`config.mk`:
```
export PLATFORM = sky130hd
export DESIGN_NAME = dsp_i2c_port
export DESIGN_NICKNAME = d
export VERILOG_FILES = /design/src/dsp_pkg.sv /design/src/dsp_crc8.sv /design/src/dsp_i2c_port.sv
export VERILOG_INCLUDE_DIRS = /design/src
export SDC_FILE = /design/constraint.sdc
export NUM_CORES = 1
export LEC_CHECK = 0
export ABC_AREA = 1
export CAP_MARGIN = 5
export CORE_MARGIN = 2
export CORE_UTILIZATION = 46
export CTS_CLUSTER_SIZE = 20
export DETAILED_ROUTE_END_ITERATION = 8
export DONT_BUFFER_PORTS = 1
export PLACE_DENSITY_LB_ADDON = 0.12
export SYNTH_ARGS = -nofsm -noshare
export SYNTH_HDL_FRONTEND = slang
export SYNTH_SLANG_ARGS = --single-unit
```
`constraint.sdc`:
```
create_clock -name clk -period 4 [get_ports clk]
set_clock_uncertainty 0.05 [all_clocks]
set_input_delay 1.2 -clock clk [delete_from_list [all_inputs] [get_ports clk]]
set_output_delay 1.2 -clock clk [all_outputs]
set_load 0.05 [all_outputs]
```
`src/dsp_map.svh`:
```
// Named constants of the dust sensor I2C command port.
// Assumes nothing; included by the package and the design files.
`ifndef DSP_MAP_SVH
`define DSP_MAP_SVH

// Command locations
`define DSP_LOC_FRAME 8'h00
`define DSP_LOC_POWER 8'h50
`define DSP_LOC_CLEAN 8'h51
`define DSP_LOC_SRESET 8'h52
`define DSP_LOC_DEPTH 8'h53
`define DSP_LOC_INTERVAL 8'h58
`define DSP_LOC_PRERUN 8'h59
`define DSP_LOC_PERIOD_HI 8'h5A
`define DSP_LOC_PERIOD_LO 8'h5B
`define DSP_LOC_DURATION 8'h5C
`define DSP_LOC_FAN_SPEED 8'h63

// Field positions and command codes
`define DSP_WAKE_BIT 7
`define DSP_NEWDATA_BIT 0
`define DSP_CLEAN_BIT 0
`define DSP_SRESET_CODE 8'h81

// Reset values
`define DSP_AWAKE_DEF 1'b1
`define DSP_DEPTH_DEF 8'h0A
`define DSP_INTERVAL_DEF 8'h00
`define DSP_PRERUN_DEF 8'h03
`define DSP_PERIOD_DEF 16'hEC40
`define DSP_DURATION_DEF 8'h0A
`define DSP_SPEED_DEF 8'h64

// Accepted ranges
`define DSP_RANGE_ZERO 8'h00
`define DSP_DEPTH_MIN 8'h01
`define DSP_DEPTH_MAX 8'h3C
`define DSP_INTERVAL_MAX 8'h3B
`define DSP_PRERUN_MAX 8'h3B
`define DSP_DURATION_MAX 8'h3C
`define DSP_SPEED_MIN 8'h3C
`define DSP_SPEED_MAX 8'h64

// Frame layout
`define DSP_FRAME_WORDS 12
`define DSP_VALUE_WORDS 11
`define DSP_STATUS_WORD 5
`define DSP_FLAG_BITS 3
`define DSP_POS_LO 3'h3
`define DSP_POS_LAST 3'h5
`define DSP_BYTE_BITS 4'h8

// Checksum
`define DSP_CRC_POLY 8'h31
`define DSP_CRC_INIT 8'hFF

// Timing
`define DSP_CLK_HZ 200000000
`define DSP_SEC_PER_TICK 1

`endif

```
`src/dsp_pkg.sv`:
```
// Types shared by the dust sensor I2C command port.
// Assumes dsp_map.svh is on the include path.
`include "dsp_map.svh"
`default_nettype none

package dsp_pkg;

	typedef enum logic [2:0] {
		DSP_IDLE = 3'h0,
		DSP_ADDR = 3'h1,
		DSP_ADDR_ACK = 3'h3,
		DSP_RX = 3'h2,
		DSP_RX_ACK = 3'h6,
		DSP_TX = 3'h7,
		DSP_TX_ACK = 3'h5
	} dsp_state_t;

	typedef struct packed {
		logic [`DSP_VALUE_WORDS-1:0][31:0] value;
		logic [`DSP_FLAG_BITS-1:0] flags;
	} dsp_meas_t;

	typedef struct packed {
		logic awake;
		logic [7:0] moving_average_depth;
		logic [7:0] measure_interval;
		logic [7:0] fan_prerun_time;
		logic [15:0] cleaning_period;
		logic [7:0] cleaning_duration;
		logic [7:0] fan_speed_percent;
	} dsp_cfg_t;

endpackage

`default_nettype wire

```
`src/dsp_crc8.sv`:
```
// Checksum of one 16-bit half of an output word.
// Assumes the caller presents the two bytes in sending order.
`include "dsp_map.svh"
`timescale 1ns/10ps
`default_nettype none

module dsp_crc8 (
	// Data pair, first byte in the high half
	input wire logic [15:0] data,
	// Checksum byte
	output logic [7:0] crc
);

	logic [7:0] acc;
	logic fb;

	always_comb
	begin
		acc = `DSP_CRC_INIT;
		fb = 1'b0;
		for (int i = 15; i >= 0; i--)
		begin
			fb = acc[7] ^ data[i];
			acc = {acc[6:0], 1'b0};
			if (fb)
				acc = acc ^ `DSP_CRC_POLY;
		end
		crc = acc;
	end

endmodule // dsp_crc8

`default_nettype wire

```
`src/dsp_i2c_port.sv`:
```
// I2C target command port of the dust sensor: frame readout and settings.
// Assumes SCL and SDA arrive unsynchronised from pins with external pull-ups,
// and that the sensor core presents results with a one-cycle valid pulse.
// How it works
// - Each 32-bit word goes out as upper half, checksum, lower half, checksum.
// - Each checksum covers only the two data bytes just before it, reads only.
// - Checksum is CRC-8, polynomial 0x31, start 0xFF, MSB first, no xor.
// - Location 0x00 is read only and returns the measurement frame.
// - Bit 7 at 0x50 writes wake or sleep and reads the wake state.
// - Bit 0 at 0x50 reads one while an unread result is waiting.
// - Writing 0x81 to 0x52 resets settings, cleaning and the new-data flag, not the pointer.
// - Location 0x53 holds moving-average depth 1 to 60, default 10.
// - Location 0x58 holds measure interval 0 to 59 seconds, default 0.
// - Location 0x59 holds fan pre-run 0 to 59 seconds, default 3.
// - Cleaning period, default 60480, high byte 0x5A, low byte 0x5B.
// - Bit 0 written at 0x51 starts cleaning for the 0x5C time.
// - Location 0x63 holds fan speed 60 to 100 percent, default 100.
// - Frame is twelve big-endian words, checksum ending at byte 71.
// - Status word bits 0..2 flag concentration, dust and fan faults.
`include "dsp_map.svh"
`timescale 1ns/10ps
`default_nettype none

module dsp_i2c_port #(
	parameter logic [6:0] TARGET_ADDR = 7'h28,
	parameter int TICKS_PER_SEC = `DSP_CLK_HZ * `DSP_SEC_PER_TICK
) (
	// Clock and reset
	input wire logic clk,
	input wire logic rst_b,
	// I2C pins
	input wire logic scl_in,
	input wire logic sda_in,
	output logic sda_out,
	output logic sda_oe,
	// Measurement results from the sensor core
	input wire dsp_pkg::dsp_meas_t meas,
	input wire logic meas_valid,
	// Settings and commands to the sensor core
	output var dsp_pkg::dsp_cfg_t cfg,
	output logic clean_start,
	output logic cleaning_busy,
	output logic soft_reset
);

	function automatic dsp_pkg::dsp_cfg_t cfg_default();
		dsp_pkg::dsp_cfg_t c;
		c.awake = `DSP_AWAKE_DEF;
		c.moving_average_depth = `DSP_DEPTH_DEF;
		c.measure_interval = `DSP_INTERVAL_DEF;
		c.fan_prerun_time = `DSP_PRERUN_DEF;
		c.cleaning_period = `DSP_PERIOD_DEF;
		c.cleaning_duration = `DSP_DURATION_DEF;
		c.fan_speed_percent = `DSP_SPEED_DEF;
		return c;
	endfunction

	function automatic logic in_range(input logic [7:0] v, input logic [7:0] lo,
		input logic [7:0] hi);
		return (v >= lo) && (v <= hi);
	endfunction

	logic scl_meta, scl_sync, scl_prev;
	logic sda_meta, sda_sync, sda_prev;
	logic scl_rise, scl_fall, bus_start, bus_stop;
	dsp_pkg::dsp_state_t state;
	logic [3:0] bit_cnt;
	logic [7:0] rx_shift;
	logic [7:0] tx_shift;
	logic is_read;
	logic first_byte;
	logic master_ack;
	logic [7:0] pointer;
	logic wr_strobe;
	logic addr_match;
	logic tx_load;
	logic frame_load;
	logic [7:0] next_tx_byte;
	logic new_data;
	logic [31:0] frame_words [0:`DSP_FRAME_WORDS-1];
	logic [31:0] snap [0:`DSP_FRAME_WORDS-1];
	logic [3:0] word_idx;
	logic [2:0] byte_pos;
	logic [31:0] cur_word;
	logic [15:0] cur_half;
	logic [7:0] cur_crc;
	logic [7:0] frame_byte;
	logic [31:0] sec_cnt;
	logic sec_tick;
	logic [7:0] clean_left;

	// Pin synchronisers; only the second and third stages are looked at
	always_ff @(posedge clk or negedge rst_b)
	begin
		if (!rst_b)
		begin
			scl_meta <= 1'b1;
			scl_sync <= 1'b1;
			scl_prev <= 1'b1;
			sda_meta <= 1'b1;
			sda_sync <= 1'b1;
			sda_prev <= 1'b1;
		end
		else
		begin
			scl_meta <= scl_in;
			scl_sync <= scl_meta;
			scl_prev <= scl_sync;
			sda_meta <= sda_in;
			sda_sync <= sda_meta;
			sda_prev <= sda_sync;
		end
	end

	assign scl_rise = scl_sync && !scl_prev;
	assign scl_fall = !scl_sync && scl_prev;
	assign bus_start = scl_sync && scl_prev && sda_prev && !sda_sync;
	assign bus_stop = scl_sync && scl_prev && !sda_prev && sda_sync;

	// Open drain: only ever pulls low
	assign sda_out = 1'b0;

	assign addr_match = (state == dsp_pkg::DSP_ADDR) && scl_fall
		&& (bit_cnt == `DSP_BYTE_BITS) && (rx_shift[7:1] == TARGET_ADDR);
	assign wr_strobe = (state == dsp_pkg::DSP_RX) && scl_fall
		&& (bit_cnt == `DSP_BYTE_BITS);
	assign frame_load = addr_match && rx_shift[0] && (pointer == `DSP_LOC_FRAME);
	assign tx_load = (scl_fall && (state == dsp_pkg::DSP_ADDR_ACK) && is_read)
		|| (scl_fall && (state == dsp_pkg::DSP_TX_ACK) && master_ack);

	// Bus protocol engine
	always_ff @(posedge clk or negedge rst_b)
	begin
		if (!rst_b)
		begin
			state <= dsp_pkg::DSP_IDLE;
			bit_cnt <= 4'h0;
			rx_shift <= 8'h00;
			tx_shift <= 8'h00;
			is_read <= 1'b0;
			master_ack <= 1'b0;
			sda_oe <= 1'b0;
		end
		else if (bus_start)
		begin
			state <= dsp_pkg::DSP_ADDR;
			bit_cnt <= 4'h0;
			sda_oe <= 1'b0;
		end
		else if (bus_stop)
		begin
			state <= dsp_pkg::DSP_IDLE;
			sda_oe <= 1'b0;
		end
		else
		begin
			case (state)
				dsp_pkg::DSP_ADDR:
				begin
					if (scl_rise)
					begin
						rx_shift <= {rx_shift[6:0], sda_sync};
						bit_cnt <= bit_cnt + 4'h1;
					end
					else if (scl_fall && (bit_cnt == `DSP_BYTE_BITS))
					begin
						if (addr_match)
						begin
							state <= dsp_pkg::DSP_ADDR_ACK;
							is_read <= rx_shift[0];
							sda_oe <= 1'b1;
						end
						else
							state <= dsp_pkg::DSP_IDLE;
					end
				end
				dsp_pkg::DSP_ADDR_ACK:
				begin
					if (scl_fall)
					begin
						bit_cnt <= 4'h0;
						if (is_read)
						begin
							state <= dsp_pkg::DSP_TX;
							tx_shift <= next_tx_byte;
							sda_oe <= !next_tx_byte[7];
							bit_cnt <= 4'h1;
						end
						else
						begin
							state <= dsp_pkg::DSP_RX;
							sda_oe <= 1'b0;
						end
					end
				end
				dsp_pkg::DSP_RX:
				begin
					if (scl_rise)
					begin
						rx_shift <= {rx_shift[6:0], sda_sync};
						bit_cnt <= bit_cnt + 4'h1;
					end
					else if (wr_strobe)
					begin
						state <= dsp_pkg::DSP_RX_ACK;
						sda_oe <= 1'b1;
						bit_cnt <= 4'h0;
					end
				end
				dsp_pkg::DSP_RX_ACK:
				begin
					if (scl_fall)
					begin
						state <= dsp_pkg::DSP_RX;
						sda_oe <= 1'b0;
					end
				end
				dsp_pkg::DSP_TX:
				begin
					if (scl_fall)
					begin
						if (bit_cnt == `DSP_BYTE_BITS)
						begin
							state <= dsp_pkg::DSP_TX_ACK;
							sda_oe <= 1'b0;
						end
						else
						begin
							tx_shift <= {tx_shift[6:0], 1'b0};
							sda_oe <= !tx_shift[6];
							bit_cnt <= bit_cnt + 4'h1;
						end
					end
				end
				dsp_pkg::DSP_TX_ACK:
				begin
					if (scl_rise)
						master_ack <= !sda_sync;
					else if (scl_fall)
					begin
						if (master_ack)
						begin
							state <= dsp_pkg::DSP_TX;
							tx_shift <= next_tx_byte;
							sda_oe <= !next_tx_byte[7];
							bit_cnt <= 4'h1;
						end
						else
							state <= dsp_pkg::DSP_IDLE;
					end
				end
				default:
					state <= dsp_pkg::DSP_IDLE;
			endcase
		end
	end

	// Command location pointer: first written byte after the address
	always_ff @(posedge clk or negedge rst_b)
	begin
		if (!rst_b)
		begin
			pointer <= `DSP_LOC_FRAME;
			first_byte <= 1'b0;
		end
		else if (addr_match)
			first_byte <= !rx_shift[0];
		else if (wr_strobe && first_byte)
		begin
			pointer <= rx_shift;
			first_byte <= 1'b0;
		end
	end

	// Settings; out-of-range values are dropped, not clipped
	always_ff @(posedge clk or negedge rst_b)
	begin
		if (!rst_b)
			cfg <= cfg_default();
		else if (soft_reset)
			cfg <= cfg_default();
		else if (wr_strobe && !first_byte)
		begin
			case (pointer)
				`DSP_LOC_POWER:
					cfg.awake <= rx_shift[`DSP_WAKE_BIT];
				`DSP_LOC_DEPTH:
					if (in_range(rx_shift, `DSP_DEPTH_MIN, `DSP_DEPTH_MAX))
						cfg.moving_average_depth <= rx_shift;
				`DSP_LOC_INTERVAL:
					if (in_range(rx_shift, `DSP_RANGE_ZERO, `DSP_INTERVAL_MAX))
						cfg.measure_interval <= rx_shift;
				`DSP_LOC_PRERUN:
					if (in_range(rx_shift, `DSP_RANGE_ZERO, `DSP_PRERUN_MAX))
						cfg.fan_prerun_time <= rx_shift;
				`DSP_LOC_PERIOD_HI:
					cfg.cleaning_period[15:8] <= rx_shift;
				`DSP_LOC_PERIOD_LO:
					cfg.cleaning_period[7:0] <= rx_shift;
				`DSP_LOC_DURATION:
					if (in_range(rx_shift, `DSP_RANGE_ZERO, `DSP_DURATION_MAX))
						cfg.cleaning_duration <= rx_shift;
				`DSP_LOC_FAN_SPEED:
					if (in_range(rx_shift, `DSP_SPEED_MIN, `DSP_SPEED_MAX))
						cfg.fan_speed_percent <= rx_shift;
				default:
					cfg <= cfg;
			endcase
		end
	end

	// Command pulses
	always_ff @(posedge clk or negedge rst_b)
	begin
		if (!rst_b)
		begin
			soft_reset <= 1'b0;
			clean_start <= 1'b0;
		end
		else
		begin
			soft_reset <= wr_strobe && !first_byte && (pointer == `DSP_LOC_SRESET)
				&& (rx_shift == `DSP_SRESET_CODE);
			clean_start <= wr_strobe && !first_byte && (pointer == `DSP_LOC_CLEAN)
				&& rx_shift[`DSP_CLEAN_BIT];
		end
	end

	// One-second enable for the cleaning run timer
	always_ff @(posedge clk or negedge rst_b)
	begin
		if (!rst_b)
		begin
			sec_cnt <= 32'h0;
			sec_tick <= 1'b0;
		end
		else if (sec_cnt == 32'(TICKS_PER_SEC - 1))
		begin
			sec_cnt <= 32'h0;
			sec_tick <= 1'b1;
		end
		else
		begin
			sec_cnt <= sec_cnt + 32'h1;
			sec_tick <= 1'b0;
		end
	end

	// Cleaning run lasts the stored duration in seconds
	always_ff @(posedge clk or negedge rst_b)
	begin
		if (!rst_b)
			clean_left <= 8'h00;
		else if (soft_reset)
			clean_left <= 8'h00;
		else if (clean_start)
			clean_left <= cfg.cleaning_duration;
		else if (sec_tick && (clean_left != 8'h00))
			clean_left <= clean_left - 8'h01;
	end

	assign cleaning_busy = (clean_left != 8'h00);

	// New result flag; a result in the clearing cycle wins
	always_ff @(posedge clk or negedge rst_b)
	begin
		if (!rst_b)
			new_data <= 1'b0;
		else if (meas_valid)
			new_data <= 1'b1;
		else if (frame_load || soft_reset)
			new_data <= 1'b0;
	end

	// Frame words in sending order, status word in its slot
	always_comb
	begin
		for (int k = 0; k < `DSP_FRAME_WORDS; k++)
		begin
			if (k < `DSP_STATUS_WORD)
				frame_words[k] = meas.value[k];
			else if (k == `DSP_STATUS_WORD)
				frame_words[k] = {29'h0, meas.flags};
			else
				frame_words[k] = meas.value[k-1];
		end
	end

	// Snapshot at read start so one frame never mixes two results
	always_ff @(posedge clk or negedge rst_b)
	begin
		if (!rst_b)
		begin
			for (int k = 0; k < `DSP_FRAME_WORDS; k++)
				snap[k] <= 32'h0;
		end
		else if (frame_load)
		begin
			for (int k = 0; k < `DSP_FRAME_WORDS; k++)
				snap[k] <= frame_words[k];
		end
	end

	// Byte position within the frame
	always_ff @(posedge clk or negedge rst_b)
	begin
		if (!rst_b)
		begin
			word_idx <= 4'h0;
			byte_pos <= 3'h0;
		end
		else if (frame_load)
		begin
			word_idx <= 4'h0;
			byte_pos <= 3'h0;
		end
		else if (tx_load && (pointer == `DSP_LOC_FRAME)
			&& (word_idx != 4'(`DSP_FRAME_WORDS)))
		begin
			if (byte_pos == `DSP_POS_LAST)
			begin
				byte_pos <= 3'h0;
				word_idx <= word_idx + 4'h1;
			end
			else
				byte_pos <= byte_pos + 3'h1;
		end
	end

	assign cur_word = (word_idx < 4'(`DSP_FRAME_WORDS)) ? snap[word_idx] : 32'h0;
	assign cur_half = (byte_pos < `DSP_POS_LO) ? cur_word[31:16] : cur_word[15:0];

	dsp_crc8 u_crc (
		.data(cur_half),
		.crc(cur_crc)
	);

	// Upper half, checksum, lower half, checksum; zeros past byte 71
	always_comb
	begin
		frame_byte = 8'h00;
		if (word_idx < 4'(`DSP_FRAME_WORDS))
		begin
			case (byte_pos)
				3'h0: frame_byte = cur_word[31:24];
				3'h1: frame_byte = cur_word[23:16];
				3'h2: frame_byte = cur_crc;
				3'h3: frame_byte = cur_word[15:8];
				3'h4: frame_byte = cur_word[7:0];
				3'h5: frame_byte = cur_crc;
				default: frame_byte = 8'h00;
			endcase
		end
	end

	// Read data; write-only and undefined locations read as zero
	always_comb
	begin
		case (pointer)
			`DSP_LOC_FRAME: next_tx_byte = frame_byte;
			`DSP_LOC_POWER: next_tx_byte = {cfg.awake, 6'h00, new_data};
			`DSP_LOC_DEPTH: next_tx_byte = cfg.moving_average_depth;
			`DSP_LOC_INTERVAL: next_tx_byte = cfg.measure_interval;
			`DSP_LOC_PRERUN: next_tx_byte = cfg.fan_prerun_time;
			`DSP_LOC_PERIOD_HI: next_tx_byte = cfg.cleaning_period[15:8];
			`DSP_LOC_PERIOD_LO: next_tx_byte = cfg.cleaning_period[7:0];
			`DSP_LOC_DURATION: next_tx_byte = cfg.cleaning_duration;
			`DSP_LOC_FAN_SPEED: next_tx_byte = cfg.fan_speed_percent;
			default: next_tx_byte = 8'h00;
		endcase
	end

endmodule // dsp_i2c_port

`default_nettype wire

```
# Word-level counts from Yosys, hierarchy flattened
# Cells that the tools add are included.
[totals]
ff_bits = 503
in_bits = 360
out_inout_bits = 62
word_cells = 337
[op_classes]
add_sub_neg = 5
order_cmp = 9
eq_ne = 54
n_mux = 106
bitwise = 35
reduce_logical = 85
[op_table]
columns = ["op", "n"]
rows = [
  ["binary-select mux 32 bit (select 4 bit)", 1],
  ["two-way mux 32 bit", 4],
  ["two-way mux 8 bit", 15],
  ["two-way mux 57 bit", 2],
  ["two-way mux 6 bit", 16],
  ["equality test 8 x 7 -> 1 bit, second input constant", 10],
  ["one-hot mux 8 bit (9 select lines)", 1],
  ["two-way mux 4 bit", 14],
  ["inequality test 4 bit, second input constant", 13],
  ["two-way mux 3 bit", 17],
  ["two-way mux 7 bit", 7],
  ["inverter 3 bit", 15],
  ["one-hot mux 8 bit (5 select lines)", 1],
  ["nonzero test 2 bit", 17],
  ["adder 32 x 1 -> 32 bit, second input constant", 1],
  ["equality test 32 x 28 -> 1 bit, second input constant", 1],
  ["logical AND 1 bit", 32],
  ["AND reduction 10 bit", 3],
  ["two-way mux 1 bit", 22],
  ["inequality test 3 bit, second input constant", 7],
  ["one-hot mux 7 bit (3 select lines)", 1],
  ["one-hot mux 4 bit (5 select lines)", 1],
  ["one-hot mux 3 bit (6 select lines)", 1],
  [">= comparator 8 x 1 -> 1 bit, second input constant", 2],
  ["37 further kinds", 90],
]

# Logic depth before layout (Yosys ltp)
# Gate-level depths: netlist (run 1).
[depth]
ltp_word = 47
mapped_depth = 32
ltp_nobuf = 30

# Cells and area by module
# Synthesis (run 1) repeated with hierarchy kept, for this count alone.
[hier_totals]
hier_cells = 3500
hier_area_um2 = 25713.4
[modules_own_cells]
columns = ["mod", "instances", "cells_per_inst", "area_per_inst_um2", "seq_area_each_um2"]
rows = [
  ["dsp_i2c_port", 1, 3354, 24972.7, 12614.6],
  ["dsp_crc8", 1, 146, 740.7, 0.0],
]

# Least setup slack after synthesis (run 1)
# OpenSTA, ideal clock, no wires.
[synth_timing]
path_type = "register to register"
start = "register sec_cnt[0]"
end = "register sec_cnt[30]"
setup_time_ns = 0.119
arrival_ns = 2.693
required_time_ns = 3.831
slack_ns = 1.138
path_stages_with_launch = 19
path_buffers = 0
period_less_slack_ns = 2.862
path_cell_list = "dfrtp_1 > ha_1 > nand2_1 > nor3_1 > inv_1 > nor2_2 > inv_1 > nor2_1 > and2_1 > nand3_1 > nor3_1 > nand3_1 > nor3_1 > inv_1 > nor2_2 > nand3_1 > nor3_1 > a21oi_1 > o21a_1"
[synth_via]
elab_chain_cells = 2
elab_cells_between_ends = 3
cone_classes = "1 x add/sub; 1 x eq/ne; 1 x mux"
[synth_lines]
columns = ["element", "line_no", "text"]
rows = [
  ["start: declaration", "dsp_i2c_port.sv:88", "logic [31:0] sec_cnt;"],
  ["start signal: assignment", "dsp_i2c_port.sv:344", "sec_cnt <= sec_cnt + 32'h1;"],
  ["adder 32 x 1 -> 32 bit or equality test 32 x 28 -> 1 bit (tied branches)", "dsp_i2c_port.sv:344, dsp_i2c_port.sv:337", ""],
  ["two-way mux 32 bit *", "dsp_i2c_port.sv:337", "else if (sec_cnt == 32'(TICKS_PER_SEC - 1))"],
]
# Every way passes the cells marked *; elsewhere a longest branch is shown, timed or not.
# A chain may end at the register's enable or synchronous reset.

# Final worst setup path (run 1)
[layout_timing]
start = "register word_idx[0]"
end = "register tx_shift[2]"
[layout_via]
elab_chain_cells = 30
elab_cells_between_ends = 49
cone_classes = "1 x order compare; 28 x mux; 20 x bitwise"
[layout_lines]
columns = ["element", "line_no", "text"]
rows = [
  ["start: declaration", "dsp_i2c_port.sv:82", "logic [3:0] word_idx;"],
  ["start signal: assignment", "dsp_i2c_port.sv:423", "word_idx <= word_idx + 4'h1;"],
  ["inverter 4 -> 5 bit (implied by the code)", "dsp_i2c_port.sv:430", "assign cur_word = (word_idx < 4'(`DSP_FRAME_WORDS)) ? snap[word_idx] : 32'h0;"],
  ["binary-select mux 32 bit (select 4 bit)", "dsp_i2c_port.sv:430", ""],
  ["two-way mux 32 bit (implied by the code) (2 in a row)", "dsp_i2c_port.sv:430", ""],
  ["two-way mux 32 bit", "dsp_i2c_port.sv:430", ""],
  ["two-way mux 16 bit", "dsp_i2c_port.sv:431", "assign cur_half = (byte_pos < `DSP_POS_LO) ? cur_word[31:16] : cur_word[15:0];"],
  ["bitwise XOR 1 bit", "dsp_crc8.sv:23", "fb = acc[7] ^ data[i];"],
  ["two-way mux 6 bit", "dsp_crc8.sv:25", "if (fb)"],
  ["inverter 3 bit (no source line) or two-way mux 6 bit (tied branches)", "n/a", ""],
  ["[... 11 more ...]", "n/a", ""],
  ["two-way mux 6 bit (3 in a row)", "dsp_crc8.sv:25", ""],
  ["one-hot mux 8 bit (5 select lines)", "dsp_i2c_port.sv:444", "case (byte_pos)"],
  ["two-way mux 8 bit *", "dsp_i2c_port.sv:442", "if (word_idx < 4'(`DSP_FRAME_WORDS))"],
  ["one-hot mux 8 bit (9 select lines) *", "dsp_i2c_port.sv:459", "case (pointer)"],
  ["two-way mux 7 bit", "dsp_i2c_port.sv:241", "if (master_ack)"],
  ["two-way mux 7 bit", "dsp_i2c_port.sv:239", "else if (scl_fall)"],
  ["two-way mux 7 bit", "dsp_i2c_port.sv:237", "if (scl_rise)"],
  ["one-hot mux 7 bit (3 select lines) *", "dsp_i2c_port.sv:157", "case (state)"],
  ["end signal: assignment", "dsp_i2c_port.sv:185", "tx_shift <= next_tx_byte;"],
  ["end signal: assignment", "dsp_i2c_port.sv:229", "tx_shift <= {tx_shift[6:0], 1'b0};"],
  ["end signal: assignment", "dsp_i2c_port.sv:244", "tx_shift <= next_tx_byte;"],
  ["end: declaration", "dsp_i2c_port.sv:69", "logic [7:0] tx_shift;"],
]
# Every way passes the cells marked *; elsewhere a longest branch is shown, timed or not. The select of a mux whose other input is x is not followed.

==> metrics, run 1 <==
H-tree Lvls 2; global-route wire length before repair 128.6 mm; f_max 266.9 MHz; detailed-router iteration count before antenna repair 6; critical path arrival 4160 ps; min-delay worst type in -> async; TritonCTS buffer count 55; Wirelength per Cell 20.49 um; die height 239.3 um; most frequent cells in the layout nand2_1, dfrtp_1, inv_1; placed wire-length estimate 61.53 mm; Initial Util 0.4642; R2R cell count 15; commonest non-fill, non-tap cell in the layout nand2_1; total power 10.38 mW; top routing layer used met4; RR Startpoint word_idx[0]$_DFFE_PN0P_; Die Area 57280 um2; status finished, violations left; CP Capture Type flip-flop; NumNets Final 3770; dpl cells 4046; clock latency on the worst-skew pair 610 ps; Mapped Area 25480 um2; clock sink count 503; Final Non-Filler Cells 4156; DRC 0; Vias 22.76k; fin crit period 3747 ps; Cells after Synth 3467; root buf cell clkbuf_16; Clock Path Buffers 3; critical path fanouts, max 22; Final Cell Area 27980 um2; Critical Path RT 4410 ps; number of synthesized flops with an enable pin 0; Core Area 54880 um2; Total Neg Setup Slack 0 ps; initial DRC count 2284; Placed Area 26090 um2; flops & latches, synth 503; Startpoint Class flip-flop; Layout area overhead 9.812%; synth top area cells dfrtp_1, nand2_1, o21ai_0, nand3_1, inv_1; initial antenna violation count 10; Antenna Nets Post-Route 0; Worst-Margin Slew 1870 ps; M1 WL 36.76 mm; CTS tree done; top cell type's share of synthesized area 0.4724; Yosys warnings 0; R2R setup slack 250 ps; relative slew slack -0.2467; Final Hold Fails 0; RePlAce Congestion 0.9351; WS Path Type reg -> reg; I/O Buffers 0; cell type with the largest total area after synthesis dfrtp_1; Reg2Reg Capture Point tx_shift[2]$_DFFE_PN0P_; share of cells above drive strength 1 0.06099; Clk pin slew, worst setup/hold paths 60 ps; final slew viol count 217; sequential area share after synthesis 0.4951; met2 wire len 39.43 mm; failing checks slew limit; ys flop type dfrtp_1; final cycle utilization of the critical path 0.9367; Synth Area per Inst 7.348 um2; PwrDens 371.0 nW/um2; total wire length 85.17 mm; Rows 86; synth unique cells 58; number of global-route vias before repair 21.91k; largest net degree at the start of global routing 504; GRT overflow 0; Max Cap Viol 0; # fillers 5391; vias per inst 5.476; Syn Nets 3835; setup violators final 0; Die W 239.3 um; met3 wire length 6.308 mm; hold slack 249.5 ps; I/O pins 422; ys async rst share 1.000; VDD IR-drop max 337.2 uV; gr usage total 0.2929; leakage power 13.38 nW
-- timing repair --
action,in CTS,in global routing
setup buffers,0,1
gates resized for setup,0,9
endpoints found under the setup margin,0,7
hold buffers,0,0
-- state kept, by name (all words and copies together) (netlist names), 3 cells and up --
| signal | count |
|---|---|
| snap | 355 |
| bit_cnt | 4 |
| cfg | 57 |
| state | 3 |
| sec_cnt | 32 |
| clean_left | 8 |
| word_idx | 4 |
| rx_shift | 8 |
| pointer | 8 |
| byte_pos | 3 |
| tx_shift | 7 |
-- cell usage after synthesis (2+ instances only) --
cell          n
nand2_1    1517
dfrtp_1     481
inv_1       253
o21ai_0     246
nand3_1     245
nor2_1      172
clkbuf_1    109
a21oi_1      86
o21ai_1      58
buf_2        36
o22ai_1      27
nor3_1       24
dfstp_2      22
buf_6        16
nand4_1      16
buf_4        14
nand2_2      14
xor2_1       11
o21a_1        9
ha_1          8
buf_1         7
inv_2         6
o221ai_1      6
or2_2         6
a2111oi_0     5
a211oi_1      5
a221oi_1      5
o31ai_1       5
a21o_1        4
a31oi_1       4
nor4_1        4
o311ai_0      4
a22o_1        3
a22oi_1       3
nand3_2       3
o211ai_1      3
o32ai_1       3
a311oi_1      2
clkinv_1      2
nand3b_1      2
nor2_2        2
o2111ai_1     2
xnor2_1       2
-- critical path, cell delays in order (launching register included) --
cell	delay, ps
dfrtp_4	530
buf_16	190
buf_6	180
nand2_1	280
o21ai_0	120
a21oi_1	120
o21ai_0	150
a22oi_1	410
nor2_1	90
a2111oi_0	770
buf_4	230
o21ai_0	90
nand2_1	90
nand3_1	90
nand2_1	120
a22oi_1	80
-- cell families (layout without fill, tap and decap cells) --
| logic type | count (synthesis) | count (layout) | synth area share |
|---|---|---|---|
| AO/OA/AOI/OAI | 486 | 486 | 0.1053 |
| XOR/XNOR | 14 | 14 | 0.005353 |
| adder cells (fa/ha/maj) | 8 | 8 | 0.003929 |
| buffers and inverters | 443 | 419 | 0.07381 |
| flip-flops | 503 | 503 | 0.4951 |
| other | 1 | 10 | 0.0001472 |
| AND/OR/NAND/NOR | 2012 | 2012 | 0.3163 |
-- final cells by class --
class	instances	area, um2	area share
Antenna cell	9	22.52	0.0008050
Multi-Input combinational cell	2521	11020	0.3937
Clock buffer	83	1623	0.05801
Clock inverter	15	146.4	0.005233
Inverter	261	987.2	0.03529
Tap cell	704	880.8	0.03148
Timing Repair Buffer	60	678.2	0.02424
Sequential cell	503	12620	0.4512
-- metrics by stage --
| stage | utilization | setup slack (ps) |
|---|---|---|
| floorplan | - | 1138 |
| global placement | 0.4754 | 108.2 |
| detailed placement | 0.4754 | 161.0 |
| CTS | 0.5076 | 137.0 |
| global route | 0.5098 | -6.493 |
| finish | 0.5098 | 253.1 |
-- worst max path at each step --
stage	startpoint	to	slack [ps]	cells past startpoint
3_5_place_dp	word_idx[0]$_DFFE_PN0P_	tx_shift[2]$_DFFE_PN0P_	160	15
6_report	word_idx[0]$_DFFE_PN0P_	tx_shift[2]$_DFFE_PN0P_	250	15
4_1_cts	word_idx[0]$_DFFE_PN0P_	tx_shift[2]$_DFFE_PN0P_	140	15
2_1_floorplan	sec_cnt[0]$_DFF_PN0_	sec_cnt[30]$_DFF_PN0_	1140	18
5_1_grt	word_idx[0]$_DFFE_PN0P_	sda_oe$_DFFE_PN0P_	-6	28
3_3_place_gp	word_idx[0]$_DFFE_PN0P_	tx_shift[2]$_DFFE_PN0P_	110	15
-- report_power, final --
group | switching (mW) | total (mW) | leakage [nW] | internal, mW
clock | 2.09 | 5.01 | 0.874 | 2.92
combinational | 0.124 | 0.171 | 7.45 | 0.0475
sequential | 0.0647 | 5.20 | 5.05 | 5.13
-- metal layers --
layer,global-route usage,vias up
li1,-,10910
met1,0.3972,10870
met2,0.4659,837
met3,0.05705,144
met4,0.1102,0
met5,0,-
Note: power is estimated with default switching activity, not from simulation.
==> run 2, diff against run 1 <==
==> constraint.sdc (replaced) <==
create_clock -name clk -period 3.2 [get_ports clk]
set_clock_uncertainty 0.05 [all_clocks]
set_input_delay 0.96 -clock clk [delete_from_list [all_inputs] [get_ports clk]]
set_output_delay 0.96 -clock clk [all_outputs]
set_load 0.05 [all_outputs]
==> run 2 against run 1 <==
Against the previous run: the run ends with slew limit, setup timing left; critical path depth increased by 8; critical endpoint is now tx_shift[4]$_DFFE_PN0P_; highest routed layer unchanged; sequential share of layout area decreased by 4.3 points; worst setup slack worse by 550 ps; first-iteration DRC count down 0.31%; worst hold slack got worse by 210 ps; non-clock buffer count up 168; cell count increased by 4.1%; combinational power is 70% higher; utilization up 5.4 points; routed wire length grew 4.3%; clock-buffer cell count shrank 1.
==> metrics, run 2 (synthesized netlist as in run 1, its figures left out) <==
share of cells above drive strength 1 0.1768; max reg flops 355; area occupied by multi-input gates 12280 um2; dpl cells 4167; CP most frequent cell nand2_1; Die Area 57280 um2; detailed-router iteration count before antenna repair 6; GRT overflow 0; DRC 0; critical path fanouts, max 8; min-delay worst type in -> async; Final Non-Filler Cells 4325; Regs by FF count snap (355), cfg (57), sec_cnt (32); Startpoint Class flip-flop; R2R cell count 23; I/O pins 422; CP delay by family, top simple AND/OR/NAND/NOR gates; Final Cell Area 30950 um2; final slew viol count 206; Final Hold Fails 0; f_max 286.1 MHz; slowest cell on the critical path dfrtp_4; total wire length 88.84 mm; failing checks slew limit, setup timing; R2R setup slack -300 ps; Reg2Reg Capture Point tx_shift[4]$_DFFE_PN0P_; Placed Area 27190 um2; Reg with most FFs snap; leakage power 14.80 nW; RSZ-0062 raised after global routing true; CTS tree done; Layout area overhead 21.50%; die height 239.3 um; CP Capture Type flip-flop; VDD IR-drop max 449.1 uV; RePlAce Congestion 0.9395; register area 12620 um2; H-tree Lvls 2; initial antenna violation count 6; number of global-route vias before repair 23.29k; fin crit period 3495 ps; vias per inst 5.525; # fillers 5229; NumNets Final 3939; status finished, violations left; commonest non-fill, non-tap cell in the layout nand2_1; Clk pin slew, worst setup/hold paths 70 ps; Antenna Nets Post-Route 0; Wirelength per Cell 20.54 um; RR Startpoint word_idx[0]$_DFFE_PN0P_; relative slew slack -0.3081; Rows 86; Clock Path Buffers 3; PwrDens 424.5 nW/um2; final cycle utilization of the critical path 1.092; TritonCTS buffer count 53; critical path arrival 3950 ps; global-route wire length before repair 135.5 mm; Die W 239.3 um; Vias 23.89k; gr usage total 0.3070; I/O Buffers 0; initial DRC count 2277; CP bufs+invs 4; Initial Util 0.4642; worst path cell trace buf_8, nor2_4, buf_6, buf_12, buf_16, nand2_1, o21ai_2, a21oi_2, a21o_1, nand2_2, o21a_1, nand3_4, nand2_4, nand2_8, nand2_8, nand2_4, nand2_2, xor2_1, o21ai_1, nand2_1, nand4_1, nand2_1, nand2_1; placed wire-length estimate 64.59 mm; Core Area 54880 um2; Final WS setup -295.3 ps; Worst-Margin Slew 1962 ps; Critical Path RT 3650 ps; Max Cap Viol 0; largest net degree at the start of global routing 419; clock sink count 503; root buf cell clkbuf_16; WS Path Type reg -> reg; setup violators final 7; most frequent cells in the layout nand2_1, dfrtp_1, inv_1; clock latency on the worst-skew pair 620 ps; Total Neg Setup Slack -1244 ps; crit-path max cell delay 530 ps
==> run 2: cell types whose count changed in the layout (fill, tap and decap cells not counted), sizes merged <==
cell | before | now
bufinv | 2 | 5
inv | 261 | 262
clkinvlp | 1 | 0
buf | 58 | 226
clkbuf | 85 | 83
bufbuf | 0 | 1
diode | 9 | 7
clkinv | 12 | 13
==> run 2: routing by layer <==
metal	GRT usage	share of wire
met1	0.4205	0.43
met2	0.4937	0.47
met3	0.05313	0.068
met4	0.1044	0.032
met5	0	0
==> run 2: stage by stage <==
stage | hold slack [ps] | utilization | power [mW] | setup WS [ps]
floorplan | 295.2 | - | 6.729 | 338.3
global placement | 296.7 | 0.4955 | 6.832 | -352.0
detailed placement | 298.4 | 0.4955 | 6.844 | -402.3
CTS | 3.063 | 0.5467 | 13.22 | -136.1
global route | 9.286 | 0.5640 | 13.52 | -440.3
finish | 41.44 | 0.5640 | 13.14 | -295.3
==> run 2: layout make-up <==
class | instances | share of cell area
diodes | 7 | 0.0005659
clock buffers | 82 | 0.04996
clock inverters | 16 | 0.007599
inverters | 261 | 0.03230
multi-input cells | 2521 | 0.3969
flip-flops and latches | 503 | 0.4078
well taps | 704 | 0.02846
repair buffers | 228 | 0.07543
repair inverters | 3 | 0.001011
==> run 2: report_power, final <==
| part | internal [mW] | total (mW) | leakage, nW | switching, mW |
|---|---|---|---|---|
| registers | 6.42 | 6.47 | 5.05 | 0.0573 |
| logic | 0.0814 | 0.290 | 8.88 | 0.208 |
| clock network | 3.73 | 6.38 | 0.875 | 2.64 |
| total | 10.2 | 13.1 | 14.8 | 2.91 |
==> run 2: worst max-delay path by stage <==
stage          cells after the start                    start                 endpoint  slack (ps)
5_1_grt                           29  word_idx[0]$_DFFE_PN0P_  tx_shift[5]$_DFFE_PN0P_        -440
3_5_place_dp                      23  word_idx[0]$_DFFE_PN0P_  tx_shift[1]$_DFFE_PN0P_        -400
2_1_floorplan                     18     sec_cnt[0]$_DFF_PN0_    sec_cnt[30]$_DFF_PN0_         340
6_report                          23  word_idx[0]$_DFFE_PN0P_  tx_shift[4]$_DFFE_PN0P_        -300
4_1_cts                           26  word_idx[0]$_DFFE_PN0P_  tx_shift[4]$_DFFE_PN0P_        -140
3_3_place_gp                      25  word_idx[0]$_DFFE_PN0P_  tx_shift[4]$_DFFE_PN0P_        -350
==> run 2: timing repair <==
item,CTS,global route
resized for setup,158,207
setup buffers,33,13
hold endpoints to repair,86,0
gates cloned,7,1
endpoints found under the setup margin,8,16
hold buffers,1,0
pin swaps,34,94
==> run 3, diff against run 2 <==
--- a/config.mk
+++ b/config.mk
@@ -6,7 +6,6 @@
 export SDC_FILE = /design/constraint.sdc
 export NUM_CORES = 1
 export LEC_CHECK = 0
-export ABC_AREA = 1
 export CAP_MARGIN = 5
 export CORE_MARGIN = 2
 export CORE_UTILIZATION = 46
==> run 3 against run 2 <==
Against the previous run: the flow still finishes with violations (slew limit, setup timing); synthesized area shrank 3.9%; routed wire length decreased by 9.7%; synthesized cell count shrank 24%; fmax shrank 5.9%; global-route usage down 2.0 points; highest routed layer unchanged.
==> metrics, run 3 <==
setup violators final 8; sequential area share after synthesis 0.5153; CP Capture Type flip-flop; Antenna Nets Post-Route 0; Reg with most FFs snap; synth unique cells 87; Clk pin slew, worst setup/hold paths 60 ps; Mapped Area 24480 um2; Layout area overhead 19.22%; ys async rst share 1.000; initial antenna violation count 11; H-tree Lvls 2; Setup crit start word_idx[1]$_DFFE_PN0P_; status finished, violations left; fin crit period 3713 ps; GRT overflow 0; Final Hold Fails 0; root buf cell clkbuf_16; P_int 10.57 mW; RSZ-0062 raised after global routing true; gr usage total 0.2870; share of cells above drive strength 1 0.1838; Clk pwr share 0.507; final slew viol count 293; R2R cell count 13; # fillers 4689; final cycle utilization of the critical path 1.160; Max Cap Viol 0; top-count cell post-synth nand2_1; commonest non-fill, non-tap cell in the layout nand2_1; I/O Buffers 0; largest net degree at the start of global routing 453; TritonCTS buffer count 54; detailed-router iteration count before antenna repair 6; area occupied by multi-input gates 11470 um2; Critical Path RT 3630 ps; Critical Path Sink sda_oe$_DFFE_PN0P_; CTS tree done; top cell type's share of synthesized area 0.4916; ys flop type dfrtp_1; DRC 0; critical path fanouts, max 9; Core Util, Final 0.5554; RePlAce Congestion 0.9387; Rows 84; GRT busiest layer met2; die height 234.7 um; Core Area 52550 um2; R2R setup slack -510 ps; sw frac 0.2093; most frequent cells in the layout nand2_1, dfrtp_1, buf_4; routing usage on met2 0.4593; vias per inst 5.548; Die W 234.7 um; Synth Area per Inst 9.242 um2; clock latency on the worst-skew pair 600 ps; Total Neg Setup Slack -3456 ps; f_max 269.3 MHz; met1 Use GR 0.3950; Final WS setup -513.4 ps; critical path arrival 4140 ps; NumNets Final 3143; P_sw 2.798 mW; failing checks slew limit, setup timing; min-delay worst type in -> async; RR Startpoint word_idx[1]$_DFFE_PN0P_; leakage power 12.85 nW; WS Path Type reg -> reg; combinational share of power 0.011; placed wire-length estimate 58.59 mm; Syn Nets 3017; Yosys warnings 0; number of synthesized flops with an enable pin 0; register area 12620 um2; Vias 19.52k; max reg flops 355; total power 13.37 mW; cell type with the largest total area after synthesis dfrtp_1; Die Area 55080 um2; Worst-Margin Slew 2480 ps; PwrDens 458.0 nW/um2; VDD IR-drop max 363.1 uV; total wire length 80.26 mm; synth cell count leaders nand2_1, dfrtp_1, clkbuf_1, nor2_1, mux2i_1; flops & latches, synth 503; number of global-route vias before repair 19.47k; Wirelength per Cell 22.81 um; initial DRC count 1864; global-route wire length before repair 120.6 mm; Clock Path Buffers 3; clock sink count 503; M3 GR Usage 0.04793; relative slew slack -0.6533; Startpoint Class flip-flop; Cells after Synth 2649; sequential share of power 0.481; Reg2Reg Capture Point sda_oe$_DFFE_PN0P_; Initial Util 0.4659; Regs by FF count snap (355), cfg (57), sec_cnt (32); synth top area cells dfrtp_1, nand2_1, mux4_2, mux2i_1, dfstp_2; I/O pins 422
run 3: changes by cell type after synthesis, sizes merged, moves of 18 or more:
| cell | before | now |
|---|---|---|
| a21oi | 86 | 45 |
| inv | 259 | 23 |
| mux2 | 0 | 34 |
| xor2 | 11 | 29 |
| a22oi | 3 | 23 |
| xnor2 | 2 | 53 |
| clkbuf | 109 | 130 |
| mux2i | 0 | 92 |
| nand2 | 1532 | 1193 |
| o21ai | 304 | 39 |
| nand3 | 248 | 31 |
| mux4 | 0 | 58 |
| buf | 73 | 33 |
| nor2 | 175 | 128 |
run 3: logic make-up (layout without fill, tap and decap cells):
group | Yosys count | in the layout | share of synthesized area
buffers and inverters | 187 | 357 | 0.03485
muxes | 184 | 184 | 0.1087
other | 1 | 12 | 0.0001532
DFF | 503 | 503 | 0.5153
xor gates and xnor gates | 87 | 87 | 0.03562
adders and majority gates | 8 | 8 | 0.004089
and+or+nand+nor | 1458 | 1458 | 0.2369
AOI/OAI and AO/OA | 221 | 221 | 0.06445
run 3: worst max-delay path: stages (launching register included):
cell,delay [ps]
dfrtp_4,560
buf_12,180
mux2_1,350
a221o_1,410
a32oi_4,310
xnor2_4,140
xnor2_4,200
xor2_2,190
mux2i_4,100
buf_4,150
xnor3_2,410
xnor2_2,180
a21oi_2,70
a221o_1,270
run 3: repair_timing:
action	in CTS	in global routing
hold endpoints to repair	52	0
endpoints found under the setup margin	8	18
buffers inserted	39	13
pin swaps	33	21
cloned	3	1
resized for setup	56	27
hold buffers	1	0
run 3: layer usage:
layer / wire, um / vias to the layer above
met4: 2575 / 0
li1: - / 8996
met2: 38070 / 658
met3: 4696 / 132
met1: 34910 / 9732
met5: 0 / -
run 3: metrics by stage:
stage / setup WS (ps) / std cells / hold slack (ps) / area [um2]
floorplan: -58.23 / 2649 / 295.2 / 24560
global placement: -670.1 / 3351 / 298.6 / 26220
detailed placement: -723.6 / 3351 / 300.4 / 26220
CTS: -498.7 / 3493 / 2.832 / 28860
global route: -620.5 / 3518 / 30.48 / 29190
finish: -513.4 / 3518 / 56.54 / 29190
run 3: cell type report:
class	count	share of cell area
Tap cell	688	0.02949
Sequential cell	503	0.4324
Inverter	24	0.003086
Antenna cell	11	0.0009431
Clock inverter	28	0.01385
Clock buffer	72	0.05174
Timing Repair Buffer	233	0.07562
Multi-Input combinational cell	1959	0.3928
run 3: worst min path at each step:
stage	start	endpoint	slack (ps)	cells after the start
global placement	scl_meta$_DFF_PN1_	scl_sync$_DFF_PN1_	300	0
floorplan	scl_meta$_DFF_PN1_	scl_sync$_DFF_PN1_	300	0
detailed placement	scl_meta$_DFF_PN1_	scl_sync$_DFF_PN1_	300	0
global route	rst_b	snap[189]$_DFFE_PN0P_	30	0
finish	rst_b	snap[160]$_DFFE_PN0P_	60	0
CTS	rst_b	snap[179]$_DFFE_PN0P_	3	0
run 3: power by group through the flow:
| stage | combinational [mW] | clock [mW] | sequential (mW) |
|---|---|---|---|
| global placement | 0.130 | 0 | 6.54 |
| finish | 0.153 | 6.78 | 6.43 |
| floorplan | 0.117 | 0 | 6.52 |
| detailed placement | 0.135 | 0 | 6.54 |
| global route | 0.174 | 7.15 | 6.43 |
| CTS | 0.154 | 6.89 | 6.43 |
